$ cat config.mk
export PLATFORM = sky130hd
export DESIGN_NAME = pmhs_device_flat
export DESIGN_NICKNAME = d
export VERILOG_FILES = /design/src/hw/pmhs_pkg.sv /design/src/hw/pmhs_bus_if.sv /design/src/hw/pmhs_device.sv /design/src/flat_wrapper.sv
export SDC_FILE = /design/constraint.sdc
export NUM_CORES = 1
export LEC_CHECK = 0
export BUFFER_PORTS_ARGS = -buffer_cell sky130_fd_sc_hd__buf_2
export CAP_MARGIN = 20
export CORE_ASPECT_RATIO = 1.4
export CORE_MARGIN = 3
export CORE_UTILIZATION = 44
export DETAILED_ROUTE_END_ITERATION = 6
export MAX_ROUTING_LAYER = met4
export PLACE_DENSITY_LB_ADDON = 0.08
export SYNTH_ARGS = -nofsm -noshare
export SYNTH_HDL_FRONTEND = slang
export SYNTH_SLANG_ARGS = --single-unit
$ cat constraint.sdc
create_clock -name ref_clk -period 3.3 [get_ports ref_clk]
set_input_delay 0.165 -clock ref_clk [delete_from_list [all_inputs] [get_ports ref_clk]]
set_output_delay 0.165 -clock ref_clk [all_outputs]
set_load 0.01 [all_outputs]
$ cat src/hw/pmhs_pkg.sv
// Operation
// - standby: stop core, pixel clocks; memory, PLLs run
// - suspend: PLLs off, memory clocked from oscillator
// - sleep: every clock and PLL stopped
// - select mode, then set go bit to enter
// - clear go bit to return to normal
// - status inhibit bit confirms entry and exit
// - sleep: memory power-down or self-refresh first
// - serial host keeps oscillator running in sleep
// - host re-enables stopped oscillator on sleep exit
// - host programs refresh setting before suspend
// - no panel drive in power saving
// - pll ready flag set once clocks switched
// - command/data select decodes the four cycles
// - register read: command write, then data read
// - status bit 7 shows write FIFO full
// - status bit 6 shows write FIFO empty
// - status bits 5/4 show read FIFO full/empty
// - status bit 3 shows engine busy
// - status bit 2 shows display memory ready
// - inhibit rises on internal busy or after PLL clocks stopped
// - status bit 0 mirrors interrupt output
// - 8-bit registers; status readable only
`default_nettype none
package pmhs_pkg;
	// device register addresses
	localparam logic [7:0] PMHS_ADDR_CCR     = 8'h01;
	localparam logic [7:0] PMHS_ADDR_PWR     = 8'hDF;
	localparam logic [7:0] PMHS_ADDR_MEMCTL  = 8'hE0;
	localparam logic [7:0] PMHS_ADDR_REFRESH = 8'hE1;
	localparam logic [7:0] PMHS_ADDR_MEMINIT = 8'hE4;
	// field positions
	localparam int PMHS_PWR_GO      = 7;
	localparam int PMHS_PWR_OSC     = 6;
	localparam int PMHS_MEM_SELFREF = 7;
	localparam int PMHS_INIT_START  = 0;
	localparam int PMHS_ST_INHIBIT  = 1;
	// reset values
	localparam logic [6:0] PMHS_CCR_RESET = 7'h48;
	localparam logic [7:0] PMHS_REG_RESET = 8'h00;
	// host-side software port
	localparam logic [1:0] PMHS_SW_CTRL    = 2'h0;
	localparam logic [1:0] PMHS_SW_REFRESH = 2'h1;
	localparam logic [1:0] PMHS_SW_DEVSTAT = 2'h2;
	localparam logic [1:0] PMHS_SW_STAT    = 2'h3;
	typedef enum logic [1:0] {
		PMHS_MODE_NORMAL  = 2'b00,
		PMHS_MODE_STANDBY = 2'b01,
		PMHS_MODE_SUSPEND = 2'b10,
		PMHS_MODE_SLEEP   = 2'b11
	} pmhs_mode_t;
	// timing
	localparam int unsigned PMHS_CLK_PERIOD_NS = 20;
	localparam int unsigned PMHS_PLL_LOCK_NS   = 20000;
	localparam int unsigned PMHS_CLK_STOP_NS   = 80;
	function automatic logic [15:0] pmhs_cycles_up(input int unsigned ns);
		return 16'((ns + PMHS_CLK_PERIOD_NS - 1) / PMHS_CLK_PERIOD_NS);
	endfunction
	localparam logic [15:0] PMHS_PLL_LOCK_CYCLES = pmhs_cycles_up(PMHS_PLL_LOCK_NS);
	localparam logic [15:0] PMHS_CLK_STOP_CYCLES = pmhs_cycles_up(PMHS_CLK_STOP_NS);
endpackage
`default_nettype wire

$ cat src/hw/pmhs_bus_if.sv
`default_nettype none
interface pmhs_bus_if;
	logic       csN;
	logic       cmdDataSel;
	logic       wrStb;
	logic       rdStb;
	logic [7:0] wrData;
	logic [7:0] rdData;
	modport device (
		input  csN,
		input  cmdDataSel,
		input  wrStb,
		input  rdStb,
		input  wrData,
		output rdData
	);
	modport host (
		output csN,
		output cmdDataSel,
		output wrStb,
		output rdStb,
		output wrData,
		input  rdData
	);
endinterface
`default_nettype wire

$ cat src/hw/pmhs_device.sv
`default_nettype none
module pmhs_device #(
	parameter logic [15:0] LOCK_CYCLES = pmhs_pkg::PMHS_PLL_LOCK_CYCLES,
	parameter logic [15:0] STOP_CYCLES = pmhs_pkg::PMHS_CLK_STOP_CYCLES
) (
	// clock and reset
	input  wire logic       ref_clk,
	input  wire logic       resetn,
	input  wire logic       clkEn,
	// host register port
	pmhs_bus_if.device      bus,
	// core state
	input  wire logic       wrFifoFull,
	input  wire logic       wrFifoEmpty,
	input  wire logic       rdFifoFull,
	input  wire logic       rdFifoEmpty,
	input  wire logic       engineBusy,
	input  wire logic       memInitDone,
	input  wire logic       intActive,
	input  wire logic       internalBusy,
	input  wire logic       hostSerial,
	// clock and power control
	output logic            coreClkEn,
	output logic            pixelClkEn,
	output logic            memClkEn,
	output logic            memClkFromOsc,
	output logic            corePllOn,
	output logic            memPllOn,
	output logic            pixelPllOn,
	output logic            oscEn,
	output logic            memPowerDown,
	output logic            memSelfRefresh,
	output logic            panelDriveEn,
	output logic            dramInitStart,
	output logic [7:0]      memRefreshDiv
);
	import pmhs_pkg::*;

	typedef enum logic [2:0] {
		PMHS_ST_POWERUP = 3'b000,
		PMHS_ST_NORMAL  = 3'b001,
		PMHS_ST_ENTER   = 3'b010,
		PMHS_ST_SAVING  = 3'b011,
		PMHS_ST_WAKE    = 3'b100
	} pmhs_state_t;

	pmhs_state_t state;
	pmhs_state_t next_state;
	pmhs_mode_t  activeMode;
	pmhs_mode_t  next_activeMode;
	logic [15:0] cnt;
	logic [15:0] next_cnt;
	logic        pllReady;
	logic        next_pllReady;
	logic [7:0]  regAddr;
	logic [7:0]  pwrCtrl;
	logic [7:0]  memCtrl;
	logic [7:0]  refreshDiv;
	logic [7:0]  memInit;
	logic [6:0]  ccrCfg;

	// host cycle decode
	wire cmdWrite   = !bus.csN && bus.wrStb && !bus.cmdDataSel;
	wire dataWrite  = !bus.csN && bus.wrStb && bus.cmdDataSel;
	wire statusRead = !bus.csN && bus.rdStb && !bus.cmdDataSel;
	wire dataRead   = !bus.csN && bus.rdStb && bus.cmdDataSel;

	wire pmhs_mode_t selMode = pmhs_mode_t'(pwrCtrl[1:0]);
	wire enterReq = pwrCtrl[PMHS_PWR_GO] && selMode != PMHS_MODE_NORMAL;
	wire exitReq  = !pwrCtrl[PMHS_PWR_GO];
	wire cntDone  = cnt == 16'h0000;
	wire saving   = state == PMHS_ST_SAVING;
	wire gated    = state == PMHS_ST_ENTER || saving || state == PMHS_ST_WAKE;

	// inhibit from internal busy, or once PLL clocks are stopped, held until relocked
	wire inhibit  = internalBusy || saving || state == PMHS_ST_WAKE;
	wire memReady = memInit[PMHS_INIT_START] && memInitDone;
	wire [7:0] hostStatus = {
		wrFifoFull,
		wrFifoEmpty,
		rdFifoFull,
		rdFifoEmpty,
		engineBusy,
		memReady,
		inhibit,
		intActive
	};

	// readable registers, status not among them
	wire [7:0] regData =
		(regAddr == PMHS_ADDR_CCR)     ? {pllReady, ccrCfg} :
		(regAddr == PMHS_ADDR_PWR)     ? pwrCtrl :
		(regAddr == PMHS_ADDR_MEMCTL)  ? memCtrl :
		(regAddr == PMHS_ADDR_REFRESH) ? refreshDiv :
		(regAddr == PMHS_ADDR_MEMINIT) ? memInit : 8'h00;

	// register writes
	always_ff @(posedge ref_clk)
	begin
		if (!resetn)
		begin
			regAddr    <= PMHS_REG_RESET;
			pwrCtrl    <= PMHS_REG_RESET;
			memCtrl    <= PMHS_REG_RESET;
			refreshDiv <= PMHS_REG_RESET;
			memInit    <= PMHS_REG_RESET;
			ccrCfg     <= PMHS_CCR_RESET;
		end
		else if (clkEn)
		begin
			if (cmdWrite)
				regAddr <= bus.wrData;
			if (dataWrite && regAddr == PMHS_ADDR_PWR)
				pwrCtrl <= bus.wrData;
			if (dataWrite && regAddr == PMHS_ADDR_MEMCTL)
				memCtrl <= bus.wrData;
			if (dataWrite && regAddr == PMHS_ADDR_REFRESH)
				refreshDiv <= bus.wrData;
			if (dataWrite && regAddr == PMHS_ADDR_MEMINIT)
				memInit <= bus.wrData;
			if (dataWrite && regAddr == PMHS_ADDR_CCR)
				ccrCfg <= bus.wrData[6:0];
		end
	end

	// read data stands one cycle after the strobe
	always_ff @(posedge ref_clk)
	begin
		if (!resetn)
			bus.rdData <= 8'h00;
		else if (clkEn)
			bus.rdData <= statusRead ? hostStatus : (dataRead ? regData : 8'h00);
	end

	// power sequencer
	always_comb
	begin
		next_state      = state;
		next_activeMode = activeMode;
		next_cnt        = cntDone ? cnt : cnt - 16'h0001;
		next_pllReady   = pllReady;
		unique case (state)
			PMHS_ST_POWERUP:
				if (cntDone)
				begin
					next_state    = PMHS_ST_NORMAL;
					next_pllReady = 1'b1;
				end
			PMHS_ST_NORMAL:
				if (enterReq)
				begin
					next_state      = PMHS_ST_ENTER;
					next_activeMode = selMode;
					next_cnt        = STOP_CYCLES;
					next_pllReady   = 1'b0;
				end
			PMHS_ST_ENTER:
				if (cntDone)
					next_state = PMHS_ST_SAVING;
			PMHS_ST_SAVING:
				if (exitReq)
				begin
					next_state = PMHS_ST_WAKE;
					next_cnt   = LOCK_CYCLES;
				end
			PMHS_ST_WAKE:
				if (cntDone)
				begin
					next_state      = PMHS_ST_NORMAL;
					next_activeMode = PMHS_MODE_NORMAL;
					next_pllReady   = 1'b1;
				end
			default:
			begin
				next_state = PMHS_ST_POWERUP;
				next_cnt   = LOCK_CYCLES;
			end
		endcase
	end

	always_ff @(posedge ref_clk)
	begin
		if (!resetn)
		begin
			state      <= PMHS_ST_POWERUP;
			activeMode <= PMHS_MODE_NORMAL;
			cnt        <= LOCK_CYCLES;
			pllReady   <= 1'b0;
		end
		else if (clkEn)
		begin
			state      <= next_state;
			activeMode <= next_activeMode;
			cnt        <= next_cnt;
			pllReady   <= next_pllReady;
		end
	end

	// clock, PLL and memory controls
	wire standby  = activeMode == PMHS_MODE_STANDBY;
	wire sleep    = activeMode == PMHS_MODE_SLEEP;
	wire oscMem   = activeMode == PMHS_MODE_SUSPEND && (saving || state == PMHS_ST_WAKE);
	wire pllsDown = saving && !standby;
	wire sleepOsc = saving && sleep && !hostSerial && !pwrCtrl[PMHS_PWR_OSC];

	assign coreClkEn      = !gated;
	assign pixelClkEn     = !gated;
	assign memClkEn       = !gated || standby || oscMem;
	assign memClkFromOsc  = oscMem;
	assign corePllOn      = !pllsDown;
	assign memPllOn       = !pllsDown;
	assign pixelPllOn     = !pllsDown;
	assign oscEn          = !sleepOsc;
	assign memPowerDown   = gated && sleep && !memCtrl[PMHS_MEM_SELFREF];
	assign memSelfRefresh = gated && sleep && memCtrl[PMHS_MEM_SELFREF];
	assign panelDriveEn   = !gated;
	assign dramInitStart  = memInit[PMHS_INIT_START];
	assign memRefreshDiv  = refreshDiv;
endmodule // pmhs_device
`default_nettype wire

$ cat src/flat_wrapper.sv
// flat-port wrapper written by rule: the top's interface ports become plain ports
module pmhs_device_flat import pmhs_pkg::*;
#(
	parameter logic [15:0] LOCK_CYCLES = pmhs_pkg::PMHS_PLL_LOCK_CYCLES,
	parameter logic [15:0] STOP_CYCLES = pmhs_pkg::PMHS_CLK_STOP_CYCLES
)
  (ref_clk, resetn, clkEn, wrFifoFull, wrFifoEmpty, rdFifoFull, rdFifoEmpty, engineBusy, memInitDone, intActive, internalBusy, hostSerial, coreClkEn, pixelClkEn, memClkEn, memClkFromOsc, corePllOn, memPllOn, pixelPllOn, oscEn, memPowerDown, memSelfRefresh, panelDriveEn, dramInitStart, memRefreshDiv, bus_csN, bus_cmdDataSel, bus_wrStb, bus_rdStb, bus_wrData, bus_rdData);
  pmhs_bus_if bus_i ();
  input  wire logic ref_clk;
  input  wire logic resetn;
  input  wire logic clkEn;
  input  wire logic wrFifoFull;
  input  wire logic wrFifoEmpty;
  input  wire logic rdFifoFull;
  input  wire logic rdFifoEmpty;
  input  wire logic engineBusy;
  input  wire logic memInitDone;
  input  wire logic intActive;
  input  wire logic internalBusy;
  input  wire logic hostSerial;
  output logic coreClkEn;
  output logic pixelClkEn;
  output logic memClkEn;
  output logic memClkFromOsc;
  output logic corePllOn;
  output logic memPllOn;
  output logic pixelPllOn;
  output logic oscEn;
  output logic memPowerDown;
  output logic memSelfRefresh;
  output logic panelDriveEn;
  output logic dramInitStart;
  output logic [7:0] memRefreshDiv;
  input wire logic [$bits(bus_i.csN)-1:0] bus_csN;
  input wire logic [$bits(bus_i.cmdDataSel)-1:0] bus_cmdDataSel;
  input wire logic [$bits(bus_i.wrStb)-1:0] bus_wrStb;
  input wire logic [$bits(bus_i.rdStb)-1:0] bus_rdStb;
  input wire logic [$bits(bus_i.wrData)-1:0] bus_wrData;
  output wire logic [$bits(bus_i.rdData)-1:0] bus_rdData;
  assign bus_i.csN = bus_csN;
  assign bus_i.cmdDataSel = bus_cmdDataSel;
  assign bus_i.wrStb = bus_wrStb;
  assign bus_i.rdStb = bus_rdStb;
  assign bus_i.wrData = bus_wrData;
  assign bus_rdData = bus_i.rdData;
  pmhs_device #(.LOCK_CYCLES(LOCK_CYCLES), .STOP_CYCLES(STOP_CYCLES)) u_core (.ref_clk(ref_clk), .resetn(resetn), .clkEn(clkEn), .bus(bus_i), .wrFifoFull(wrFifoFull), .wrFifoEmpty(wrFifoEmpty), .rdFifoFull(rdFifoFull), .rdFifoEmpty(rdFifoEmpty), .engineBusy(engineBusy), .memInitDone(memInitDone), .intActive(intActive), .internalBusy(internalBusy), .hostSerial(hostSerial), .coreClkEn(coreClkEn), .pixelClkEn(pixelClkEn), .memClkEn(memClkEn), .memClkFromOsc(memClkFromOsc), .corePllOn(corePllOn), .memPllOn(memPllOn), .pixelPllOn(pixelPllOn), .oscEn(oscEn), .memPowerDown(memPowerDown), .memSelfRefresh(memSelfRefresh), .panelDriveEn(panelDriveEn), .dramInitStart(dramInitStart), .memRefreshDiv(memRefreshDiv));
endmodule
Word level (Yosys, flattened, before mapping)
Index checks and enable logic that the tools add are counted.

Word-level logic and storage cells: 104. Output and inout bits: 28. Bits of input ports: 24. Bits in registers: 77.

Add/subtract/negate cells: 1. Mux-type cells: 22. Reductions and logical operators: 53. Equal/unequal tests: 17.

Operator list (number): $mux 8 (7); $mux 16 (3); $pmux 16 s3 (1); $eq 8x8->1 const B (4); $logic_and 1x1->1 (21); $logic_not 16->1 (1); $sub 16x1->16 const B (1); $mux 3 (4); $pmux 3 s4 (1); $reduce_and 2->1 (6); $logic_not 1->1 (9); $eq 8x1->1 const B (1); $ne 2x1->1 const B (4); $reduce_and 4->1 (2); $logic_or 1x1->1 (7); $eq 3x2->1 const B (2); $reduce_bool 2->1 (3); $reduce_and 5->1 (1); $eq 2x2->1 const B (2); $mux 2 (2); $pmux 2 s2 (1); $eq 3x1->1 const B (1); $eq 3x3->1 const B (1); $logic_not 3->1 (1); 6 further kinds (7).

Logic depth before layout (Yosys ltp)
Gate-level depths: netlist of the first run.

Word-level depth: 8. Gate-level depth with buffers: 8. Gate-level depth less buffers: 7.

Worst setup path before layout of the first run
No wires, ideal clock.

Path kind: register -> output. Start point: reg u_core.state[2]. End point: out memClkEn. Path buffers: 1. Cell stages (with the launch flop): 7. Arrival time: 1608 ps. Data required time: 3135 ps. Setup slack: 1527 ps. Cells stage by stage: dfxtp_1 -> clkbuf_1 -> inv_1 -> nor3_1 -> nor2_1 -> nor3_1 -> a211o_1.

Elaborated cells between the ends (all ways): 10. Those cells by class: eq/ne (3); reduce/logical (7).

RTL lines: start: declaration (line pmhs_device.sv:47) `pmhs_state_t state;`; start signal: assignment (line pmhs_device.sv:192) `state <= next_state;`; $eq 3x2->1 or $eq 3x3->1 (tied branches) (line pmhs_device.sv:72, pmhs_device.sv:202); $logic_or 1x1->1 * (line pmhs_device.sv:202) `wire oscMem = activeMode == PMHS_MODE_SUSPEND && (saving || state == PMHS_ST_WAKE);`; $logic_and 1x1->1 * (line pmhs_device.sv:202); net memClkFromOsc (line flat_wrapper.sv:24) `output logic memClkFromOsc;`; $logic_or 1x1->1 * (line pmhs_device.sv:208) `assign memClkEn = !gated || standby || oscMem;`; end: declaration (line flat_wrapper.sv:23) `output logic memClkEn;`.

Mark *: on every way through the listed nets, which the timed path passes. The rest lies on a longest branch.

Final worst setup path of the first run
Start point: reg u_core.regAddr[0]. End point: reg u_core.ccrCfg[4].

Word-level cells in the longest chain between the ends: 3.

Ends and longest elaborated chain: start: declaration (line pmhs_device.sv:55) `logic [7:0] regAddr;`; start signal: assignment (line pmhs_device.sv:112) `regAddr <= bus.wrData;`; $eq 8x1->1 (line pmhs_device.sv:121) `if (dataWrite && regAddr == PMHS_ADDR_CCR)`; $logic_and 1x1->1 (line pmhs_device.sv:121); $reduce_and 2->1 (no source line); end signal: assignment (line pmhs_device.sv:122) `ccrCfg <= bus.wrData[6:0];`; end: declaration (line pmhs_device.sv:60) `logic [6:0] ccrCfg;`.

No other way between the ends. A chain may end at the register's enable or synchronous reset.

==> metrics, run 1 <==
status finished, final reports clean; WHS Path Cells 3; global route overflow 0; maxcap violations 0; Power Dens Cells about 460 nW/um^2; Row Count 39; H-tree depth 3; Crit-path slowest cell dfxtp_1; IR Drop Worst-Case VDD about 0.32 mV; number of diodes 0; P_sw 0.4553 mW; register area share after synthesis 0.4013; full die area 9903 um^2; hold path startpoint wrFifoFull; Die X 84.97 um; synthesized area per cell about 8.8 um^2; Post-route DRC 0; mapped cell area 3841 um^2; core area 8344 um^2; Buf/Inv on CP 0; synth warn 0; CP required 3.48 ns; placed cell count 567; Worst Tran Pin Value ~0.94 ns; WL per Instance 17.26 um; Synth Instances between 400 and 500; final WL 10,050 um; leakage dissipation 1.634 nW; period utilization 0.8000; Yosys top cell area share 0.4013; Worst Skew 0.003051 ns; Via density 5.565; hold crit path type input port to register; Worst EP arrival 2.82 ns; Detailed Place HPWL 7461 um; via count 3,239; Crit Path Class register to register; reg2reg setup slack 0.66 ns; Worst R2R End u_core.ccrCfg[4]$_SDFFE_PN0P_; CTS tree yes; proportion of layout cells with a drive suffix above 1 0.1833; initial core utilization 0.4603; Crit. End Element register; Clk Latency, worst-skew pair 0.33 ns; main flop type after synthesis dfxtp_1; count of cell types in the netlist 59; first-pass GRT wire length approximately 17,000 um; Async S/R FF share, synth 0; Comb pwr share 0.066; area leader, netlist dfxtp_1; IO Pins 52; vias in the first global route 3,211; crit-path leading delay family simple AND/OR/NAND/NOR gates; Power Total ~2.0 mW; Startpoint Class register; RSZ-0062 raised after global routing no; Synth area leaders dfxtp_1 (40%), mux2i_1 (14%), nor2_1 (6.7%); count of endpoints failing setup in the final report 0; worst-path cell chain nor2b_1, nand3_1, nor2_2, mux2i_1, nor2_1; switching share of total power 0.2262; f_max between 300 and 400 MHz; Sink Count 77; clk buf depth 2; clock slew at reported path FFs 0.05 ns; Total GRT Usage 0.2229; total internal power 1.557 mW; non-filler cells in the finished layout 582; DRT iter0 DRCs 188; # fillers 806; fin crit period 2.640 ns; Post CTS Setup Buffer Count 0; Placer Congestion 0.8247; post-cts sizing count 0; initial antenna violation count 0; Endpoint, Worst Hold u_core.bus.rdData[7]$_SDFFE_PN0P_; Slew Viols, Final 0; Setup TNS 0 ns; Slew HR 0.3757; Yosys reg bits 77; Routed Antenna Nets 0; CTS buffer count 9; clock power share 0.457; Root Driver clkbuf_16; largest net degree at the start of global routing 55; crit path max fanout 16; Net Count, Synth approximately 460; P&R area growth vs syn 14.46%; Reg2Reg Launch Point u_core.regAddr[0]$_SDFFE_PN0P_; Seq pwr share 0.477; # hold bufs at CTS 0; CP max stage delay 0.58 ns; Post-synth EDFFs 0; Detailed Routing Iterations Pass 1 4; nets 502; Port Buffers 51; Reg2Reg Depth 5; final-report hold violation count 0; Die Y-Extent about 120 um
[synthesized netlist by cell type (7+ instances only)]
| library cell | n |
|---|---|
| dfxtp_1 | 77 |
| a21oi_1 | 16 |
| nor2_1 | 69 |
| inv_1 | 7 |
| o21ai_0 | 30 |
| nand3_1 | 12 |
| mux2i_1 | 52 |
| a211oi_1 | 9 |
| nand2_1 | 30 |
| nor3_1 | 16 |
| clkbuf_1 | 15 |
[state kept, by name, indices dropped and copies added (netlist names)]
register              count
u_core.memCtrl            8
u_core.pwrCtrl            8
u_core.bus.rdData         8
u_core.memInit            8
u_core.activeMode         2
u_core.cnt               16
u_core.pllReady           1
u_core.ccrCfg             7
u_core.memRefreshDiv      8
u_core.regAddr            8
u_core.state              3
[cells by family (layout without fill, tap and decap cells)]
family / count (synthesis) / after routing / share of synthesized area
and+or+nand+nor: 175 / 175 / 0.2433
AOI/OAI and AO/OA: 88 / 88 / 0.1492
DFF: 77 / 77 / 0.4013
muxes: 52 / 52 / 0.1355
buffers and inverters: 36 / 80 / 0.05049
xor gates and xnor gates: 6 / 6 / 0.01368
adders and majority gates: 2 / 2 / 0.006514
[worst max-delay path by stage]
stage | start | end | slack [ns] | cells after the start
floorplan | u_core.state[2]$_SDFFE_PN0P_ | memClkEn | 1.53 | 6
global placement | u_core.regAddr[0]$_SDFFE_PN0P_ | u_core.ccrCfg[5]$_SDFFE_PN0P_ | 0.78 | 5
detailed placement | u_core.regAddr[0]$_SDFFE_PN0P_ | u_core.ccrCfg[4]$_SDFFE_PN0P_ | 0.71 | 5
CTS | u_core.regAddr[0]$_SDFFE_PN0P_ | u_core.ccrCfg[4]$_SDFFE_PN0P_ | 0.69 | 5
global route | u_core.regAddr[0]$_SDFFE_PN0P_ | u_core.ccrCfg[4]$_SDFFE_PN0P_ | 0.31 | 5
finish | u_core.regAddr[0]$_SDFFE_PN0P_ | u_core.ccrCfg[4]$_SDFFE_PN0P_ | 0.66 | 5
[cell type report]
class	instances	area [um^2]	area share
multi-input cells	323	2118	0.4818
clock inverters	1	5.005	0.001138
well taps	102	127.6	0.02903
repair buffers	57	300.3	0.06830
flip-flops and latches	77	1541	0.3506
clock buffers	14	274.0	0.06232
inverters	8	30.03	0.006830
[layout by cell type (no fill, tap or decap), types with 3 or more instances in the layout]
master	Yosys	routed
dfxtp_1	77	77
a211oi_1	9	9
nor4_4	3	3
nand2b_1	4	4
a221o_1	4	4
inv_1	7	7
nor3b_1	3	3
nor2b_1	4	4
nand3_1	12	12
buf_2	4	51
a31oi_1	3	3
a311oi_1	5	5
a21oi_1	16	16
buf_4	6	6
and2_1	3	3
xnor2_1	6	6
clkbuf_8	2	3
or2_2	4	4
nor2_1	69	69
clkbuf_16	0	9
mux2i_1	52	52
nand2_1	30	30
nand4_1	3	3
nor3_1	16	16
a21boi_0	3	3
o21ai_0	30	30
[power by group through the flow]
stage | Sequential, mW | Combinational [mW] | Clock, mW
2_1_floorplan | 0.978 | 0.0831 | 0
5_1_grt | 0.962 | 0.148 | 0.985
4_1_cts | 0.961 | 0.134 | 0.951
3_5_place_dp | 0.981 | 0.133 | 0
6_report | 0.961 | 0.132 | 0.920
3_3_place_gp | 0.980 | 0.132 | 0
[per-layer routing]
metal / part of all wire / wire (um) / vias up / GRT usage
met4: 0.017 / 170 / 0 / 0.08659
met1: 0.43 / 4290 / 1512 / 0.2521
met5: 0 / 0 / - / -
li1: - / - / 1654 / -
met2: 0.53 / 5307 / 60 / 0.3864
met3: 0.028 / 278 / 13 / 0.04446
[worst min-delay path, delay by kind of cell]
kind                   cells  cell delay, ns
buffers and inverters      1            0.11
and+or+nand+nor            1            0.06
AOI/OAI and AO/OA          1            0.07
[through the flow]
step | instance area, um^2 | hold slack (ns) | utilization | setup WS (ns)
5_1_grt | 4397 | 0.1328 | 0.5269 | 0.3139
3_3_place_gp | 4118 | 0.4598 | 0.4935 | 0.7841
3_5_place_dp | 4118 | 0.4645 | 0.4935 | 0.7095
6_report | 4397 | 0.1238 | 0.5269 | 0.6598
4_1_cts | 4397 | 0.1107 | 0.5269 | 0.6936
2_1_floorplan | 3841 | 0.2890 | - | 1.527
Power figures use the tool's default switching activity.
==> run 2, diff against run 1 <==
==> constraint.sdc (replaced) <==
create_clock -name ref_clk -period 2.3 [get_ports ref_clk]
set_input_delay 0.115 -clock ref_clk [delete_from_list [all_inputs] [get_ports ref_clk]]
set_output_delay 0.115 -clock ref_clk [all_outputs]
set_load 0.01 [all_outputs]
==> metrics, run 2 (synthesized netlist as in run 1, its figures left out) <==
final WL 10,120 um (was 10,050 um); switching share of total power 0.2249 (was 0.2262); status finished, final reports clean (unchanged); Slew Viols, Final 0 (unchanged); vias in the first global route 3,344 (was 3,211); Detailed Place HPWL 7585 um (was 7461 um); DRT iter0 DRCs 198 (was 188); Routed Antenna Nets 0 (unchanged); initial core utilization 0.4603 (unchanged); full die area 9903 um^2 (unchanged); Power Total 2.946 mW (was 2.013 mW); maxcap violations 0 (unchanged); Comb pwr share 0.066 (about the same); Worst Skew 0.004839 ns (was 0.003051 ns); first-pass GRT wire length 17,150 um (was 16,640 um); largest net degree at the start of global routing 48 (was 55); commonest non-fill, non-tap cell in the layout dfxtp_1 (unchanged); Port Buffers 51 (unchanged); Slew HR 0.6712 (was 0.3757); Setup TNS 0 ns (unchanged); core area 8344 um^2 (unchanged); Root Driver clkbuf_16 (unchanged); # hold bufs at CTS 0 (unchanged); CP required 2.18 ns (was 3.48 ns); non-filler cells in the finished layout 591 (was 582); Crit-path slowest cell dfxtp_1 (unchanged); worst-path cell chain inv_1, nor3_2, a21oi_1, a211o_1, buf_2 (was nor2b_1, nand3_1, nor2_2, mux2i_1, nor2_1); Post-route DRC 0 (unchanged); P&R area growth vs syn 16.61% (was 14.46%); total internal power 2.284 mW (was 1.557 mW); P_sw 0.6626 mW (was 0.4553 mW); Power Dens Cells 657.7 nW/um^2 (was 457.8 nW/um^2); Row Count 39 (unchanged); Crit Path Class register to primary output (was register to register); Die Y-Extent 116.6 um (unchanged); Buf/Inv on CP 2 (was 0); final core utilization 0.5368 (was 0.5269); count of endpoints failing setup in the final report 0 (unchanged); most frequent cells in the layout dfxtp_1 (77), nor2_1 (69), mux2i_1 (52), buf_2 (51) (unchanged); nets 512 (was 502); Total GRT Usage 0.2262 (was 0.2229); placed cell count 577 (was 567); via count 3,343 (was 3,239); CTS buffer count 9 (unchanged); hold crit path type input port to register (unchanged); number of diodes 0 (unchanged); IO Pins 52 (unchanged); crit path max fanout 8 (was 16); WL per Instance 17.13 um (was 17.26 um); initial antenna violation count 0 (unchanged); period utilization 0.8794; Sink Count 77 (unchanged); worst setup margin 0.2773 ns (was 0.6598 ns); Clk Latency, worst-skew pair 0.33 ns (about the same); CTS tree yes (unchanged); Die X 84.97 um (unchanged); f_max 494.4 MHz; Crit. End Element primary output (was register); dpl ws 0.3072 ns (was 0.7095 ns); RSZ-0062 raised after global routing no (unchanged); proportion of layout cells with a drive suffix above 1 0.2004 (was 0.1833); CP max stage delay 0.47 ns (was 0.58 ns); Detailed Routing Iterations Pass 1 4 (unchanged); Worst Tran Pin Value 0.4933 ns (was 0.9351 ns); Placer Congestion 0.8510 (was 0.8247); H-tree depth 3 (unchanged); final-report hold violation count 0 (unchanged); fin crit period 2.023 ns; global route overflow 0 (unchanged); Startpoint Class register (unchanged); IR Drop Worst-Case VDD 0.5207 mV (was 0.3170 mV); Via density 5.657 (was 5.565); clk buf depth 2 (unchanged); max reg flops 16 (unchanged); leakage dissipation 1.684 nW (was 1.634 nW); clock slew at reported path FFs 0.06 ns (was 0.05 ns); Biggest register u_core.cnt (unchanged); clock power share 0.467 (was 0.457); crit-path leading delay family flip-flops (was simple AND/OR/NAND/NOR gates); Worst EP arrival 1.91 ns (was 2.82 ns); Seq pwr share 0.467 (was 0.477)
run 2: through the flow:
step / hold slack (ns) / cell area [um^2]
final: 0.05076 / 4479
after global routing: 0.06822 / 4479
after CTS: 0.04316 / 4474
after detailed placement: 0.3974 / 4193
after global placement: 0.3991 / 4193
after floorplan: 0.2390 / 3841
run 2: worst reg2reg max path, cell delays in order (launching register included):
cell,delay [ns]
dfxtp_1,0.38
nor4_4,0.36
and4b_1,0.54
nor2_1,0.14
and3_1,0.21
a221o_1,0.28
run 2: worst paths after layout:
| kind | from | endpoint | slack, ns | cells after the start |
|---|---|---|---|---|
| max | u_core.state[2]$_SDFFE_PN0P_ | memClkEn | 0.28 | 5 |
| min | wrFifoFull | u_core.bus.rdData[7]$_SDFFE_PN0P_ | 0.05 | 3 |
| max reg2reg | u_core.cnt[6]$_SDFFE_PN1P_ | u_core.cnt[8]$_SDFFE_PN1P_ | 0.28 | 5 |
| min reg2reg | u_core.pwrCtrl[2]$_SDFFE_PN0P_ | u_core.bus.rdData[2]$_SDFFE_PN0P_ | 0.47 | 2 |
run 2: power by group through the flow:
stage	Sequential [mW]	Clock, mW	Combinational, mW
final	1.38	1.37	0.195
after global routing	1.38	1.47	0.222
after CTS	1.38	1.41	0.196
after detailed placement	1.41	0	0.196
after global placement	1.41	0	0.194
after floorplan	1.40	0	0.119
run 2: cell type report:
type | count | area (um^2)
clock inverter | 2 | 35.03
inverter | 8 | 30.03
clock buffer | 12 | 246.5
sequential | 77 | 1541
multi-input combinational | 323 | 2123
fill | 827 | 3865
tap | 102 | 127.6
timing repair buffer | 67 | 375.4
run 2: per-layer routing:
metal,wire length [um],track usage,part of all wire,vias up
met2,5469,0.3999,0.54,60
met1,4144,0.2571,0.41,1601
met5,0,-,0,-
met3,334,0.03811,0.033,18
met4,176,0.07920,0.017,0
li1,-,-,-,1664
run 2: repair_timing:
item / CTS / global route
gates resized for setup: 0 / 1
setup buffers: 0 / 0
setup endpoints to repair: 0 / 3
==> run 3, diff against run 2 <==
==> constraint.sdc (replaced) <==
create_clock -name ref_clk -period 2.3 [get_ports ref_clk]
set_input_delay 0.46 -clock ref_clk [delete_from_list [all_inputs] [get_ports ref_clk]]
set_output_delay 0.46 -clock ref_clk [all_outputs]
set_load 0.01 [all_outputs]
==> metrics, run 3 (synthesized netlist as in run 1, its figures left out) <==
status finished, final reports clean (unchanged); commonest non-fill, non-tap cell in the layout dfxtp_1 (unchanged); Power Total 3.120 mW (was 2.946 mW); top sig layer met4 (unchanged); Buf/Inv on CP 1 (was 2); WL per Instance 17.01 um (was 17.13 um); Root Driver clkbuf_16 (unchanged); IO Pins 52 (unchanged); Fin Hold WS 0.4005 ns (was 0.05076 ns); Worst Skew 0.005783 ns (was 0.004839 ns); Crit-path slowest cell dfxtp_2 (was dfxtp_1); DRT iter0 DRCs 149 (was 198); Total GRT Usage 0.2176 (was 0.2262); RSZ-0062 raised after global routing no (unchanged); proportion of layout cells with a drive suffix above 1 0.2138 (was 0.2004); Placer Congestion 0.8421 (was 0.8510); Via density 5.686 (was 5.657); Detailed Place HPWL 7411 um (was 7585 um); nets 512 (unchanged); clock slew at reported path FFs 0.06 ns (about the same); CP required 1.84 ns (was 2.18 ns); crit path max fanout 12 (was 8); largest net degree at the start of global routing 48 (unchanged); Sink Count 77 (unchanged); full die area 9903 um^2 (unchanged); Routed Antenna Nets 0 (unchanged); Critical Path Most Common Cell nor2_1; # hold bufs at CTS 0 (unchanged); met3 wire len 321 um (was 334 um); Clk Latency, worst-skew pair 0.33 ns (about the same); leakage dissipation 1.717 nW (was 1.684 nW); Slew HR 0.6517 (was 0.6712); core area 8344 um^2 (unchanged); Post-route DRC 0 (unchanged); P&R area growth vs syn 18.57% (was 16.61%); Setup TNS 0 ns (unchanged); worst-path cell chain nand2_1, nor2_1, nor2_1, nor3_1, a211o_1, buf_2 (was inv_1, nor3_2, a21oi_1, a211o_1, buf_2); final core utilization 0.5458 (was 0.5368); Crit. End Element primary output (unchanged); max reg flops 16 (unchanged); maxcap violations 0 (unchanged); CTS buffer count 9 (unchanged); number of diodes 0 (unchanged); Row Count 39 (unchanged); Biggest register u_core.cnt (unchanged); final-report hold violation count 0 (unchanged); initial antenna violation count 0 (unchanged); IR Drop Worst-Case VDD 0.4426 mV (was 0.5207 mV); Die Y-Extent 116.6 um (unchanged); f_max 467.3 MHz (was 494.4 MHz); most frequent cells in the layout dfxtp_1 (74), nor2_1 (69), mux2i_1 (52), buf_2 (51) (was dfxtp_1 (77), nor2_1 (69), mux2i_1 (52), buf_2 (51)); via count 3,372 (was 3,343); clk buf depth 2 (unchanged); met2 WL post-DR 5399 um (was 5469 um); final WL 10,090 um (was 10,120 um); Power Dens Cells 684.9 nW/um^2 (was 657.7 nW/um^2); Detailed Routing Iterations Pass 1 4 (unchanged); Slew Viols, Final 0 (unchanged); Die X 84.97 um (unchanged); Startpoint Class register (unchanged); count of endpoints failing setup in the final report 0 (unchanged); Worst Tran Pin Value 0.5186 ns (was 0.4933 ns); # fillers 792 (was 827); first-pass GRT wire length 16,370 um (was 17,150 um); crit-path leading delay family simple AND/OR/NAND/NOR gates (was flip-flops); met1 WL 4217 um (was 4144 um); Worst EP arrival 1.68 ns (was 1.91 ns); fin crit period 2.140 ns (was 2.023 ns); CP max stage delay 0.45 ns (was 0.47 ns); global route overflow 0 (unchanged); vias in the first global route 3,204 (was 3,344); H-tree depth 3 (unchanged); Crit Path Class register to primary output (unchanged); Port Buffers 51 (unchanged); hold crit path type input port to register (unchanged); CTS tree yes (unchanged); period utilization 0.9304 (was 0.8794); initial core utilization 0.4603 (unchanged)
run 3: tightest hold or removal path: stages:
cell and delay, ns:
buf_2 0.10, nand2_1 0.05, a31oi_1 0.07
run 3: what timing repair did:
action | CTS | global route
gates resized for setup | 0 | 5
endpoints found under the hold margin | 0 | 0
endpoints found under the setup margin | 0 | 6
buffers inserted | 0 | 0
run 3: final cells by class:
class | instances | area [um^2] | area share
multi-input cells | 323 | 2125 | 0.4665
flip-flops and latches | 77 | 1545 | 0.3393
repair buffers | 67 | 400.4 | 0.08791
clock buffers | 12 | 256.5 | 0.05632
well taps | 102 | 127.6 | 0.02802
clock inverters | 4 | 70.07 | 0.01538
inverters | 8 | 30.03 | 0.006593
run 3: through the flow:
step / worst slack [ns] / area [um^2] / std cells
floorplan: 0.2322 / 3841 / 436
global placement: 0.3083 / 4218 / 577
detailed placement: 0.2618 / 4218 / 577
CTS: 0.02764 / 4544 / 593
global route: 0.002593 / 4554 / 593
finish: 0.1600 / 4554 / 593
run 3: report_power, final:
group | internal (mW) | switching (mW)
Clock | 1.01 | 0.539
Sequential | 1.35 | 0.0227
Combinational | 0.0760 | 0.123
run 3: per-layer routing:
metal,GRT usage,vias up
li1,-,1669
met1,0.2403,1635
met2,0.3802,57
met3,0.05152,11
met4,0.08025,0
met5,-,-
run 3: final timing paths:
path                                       start                                 to  slack, ns  cells after the start
setup / recovery    u_core.state[1]$_SDFFE_PN0P_                           memClkEn       0.16                      6
hold / removal                        wrFifoFull  u_core.bus.rdData[7]$_SDFFE_PN0P_       0.40                      3
setup reg to reg  u_core.regAddr[1]$_SDFFE_PN0P_     u_core.memInit[7]$_SDFFE_PN0P_       0.28                      5
hold reg to reg    u_core.ccrCfg[6]$_SDFFE_PN1P_      u_core.ccrCfg[6]$_SDFFE_PN1P_       0.47                      2
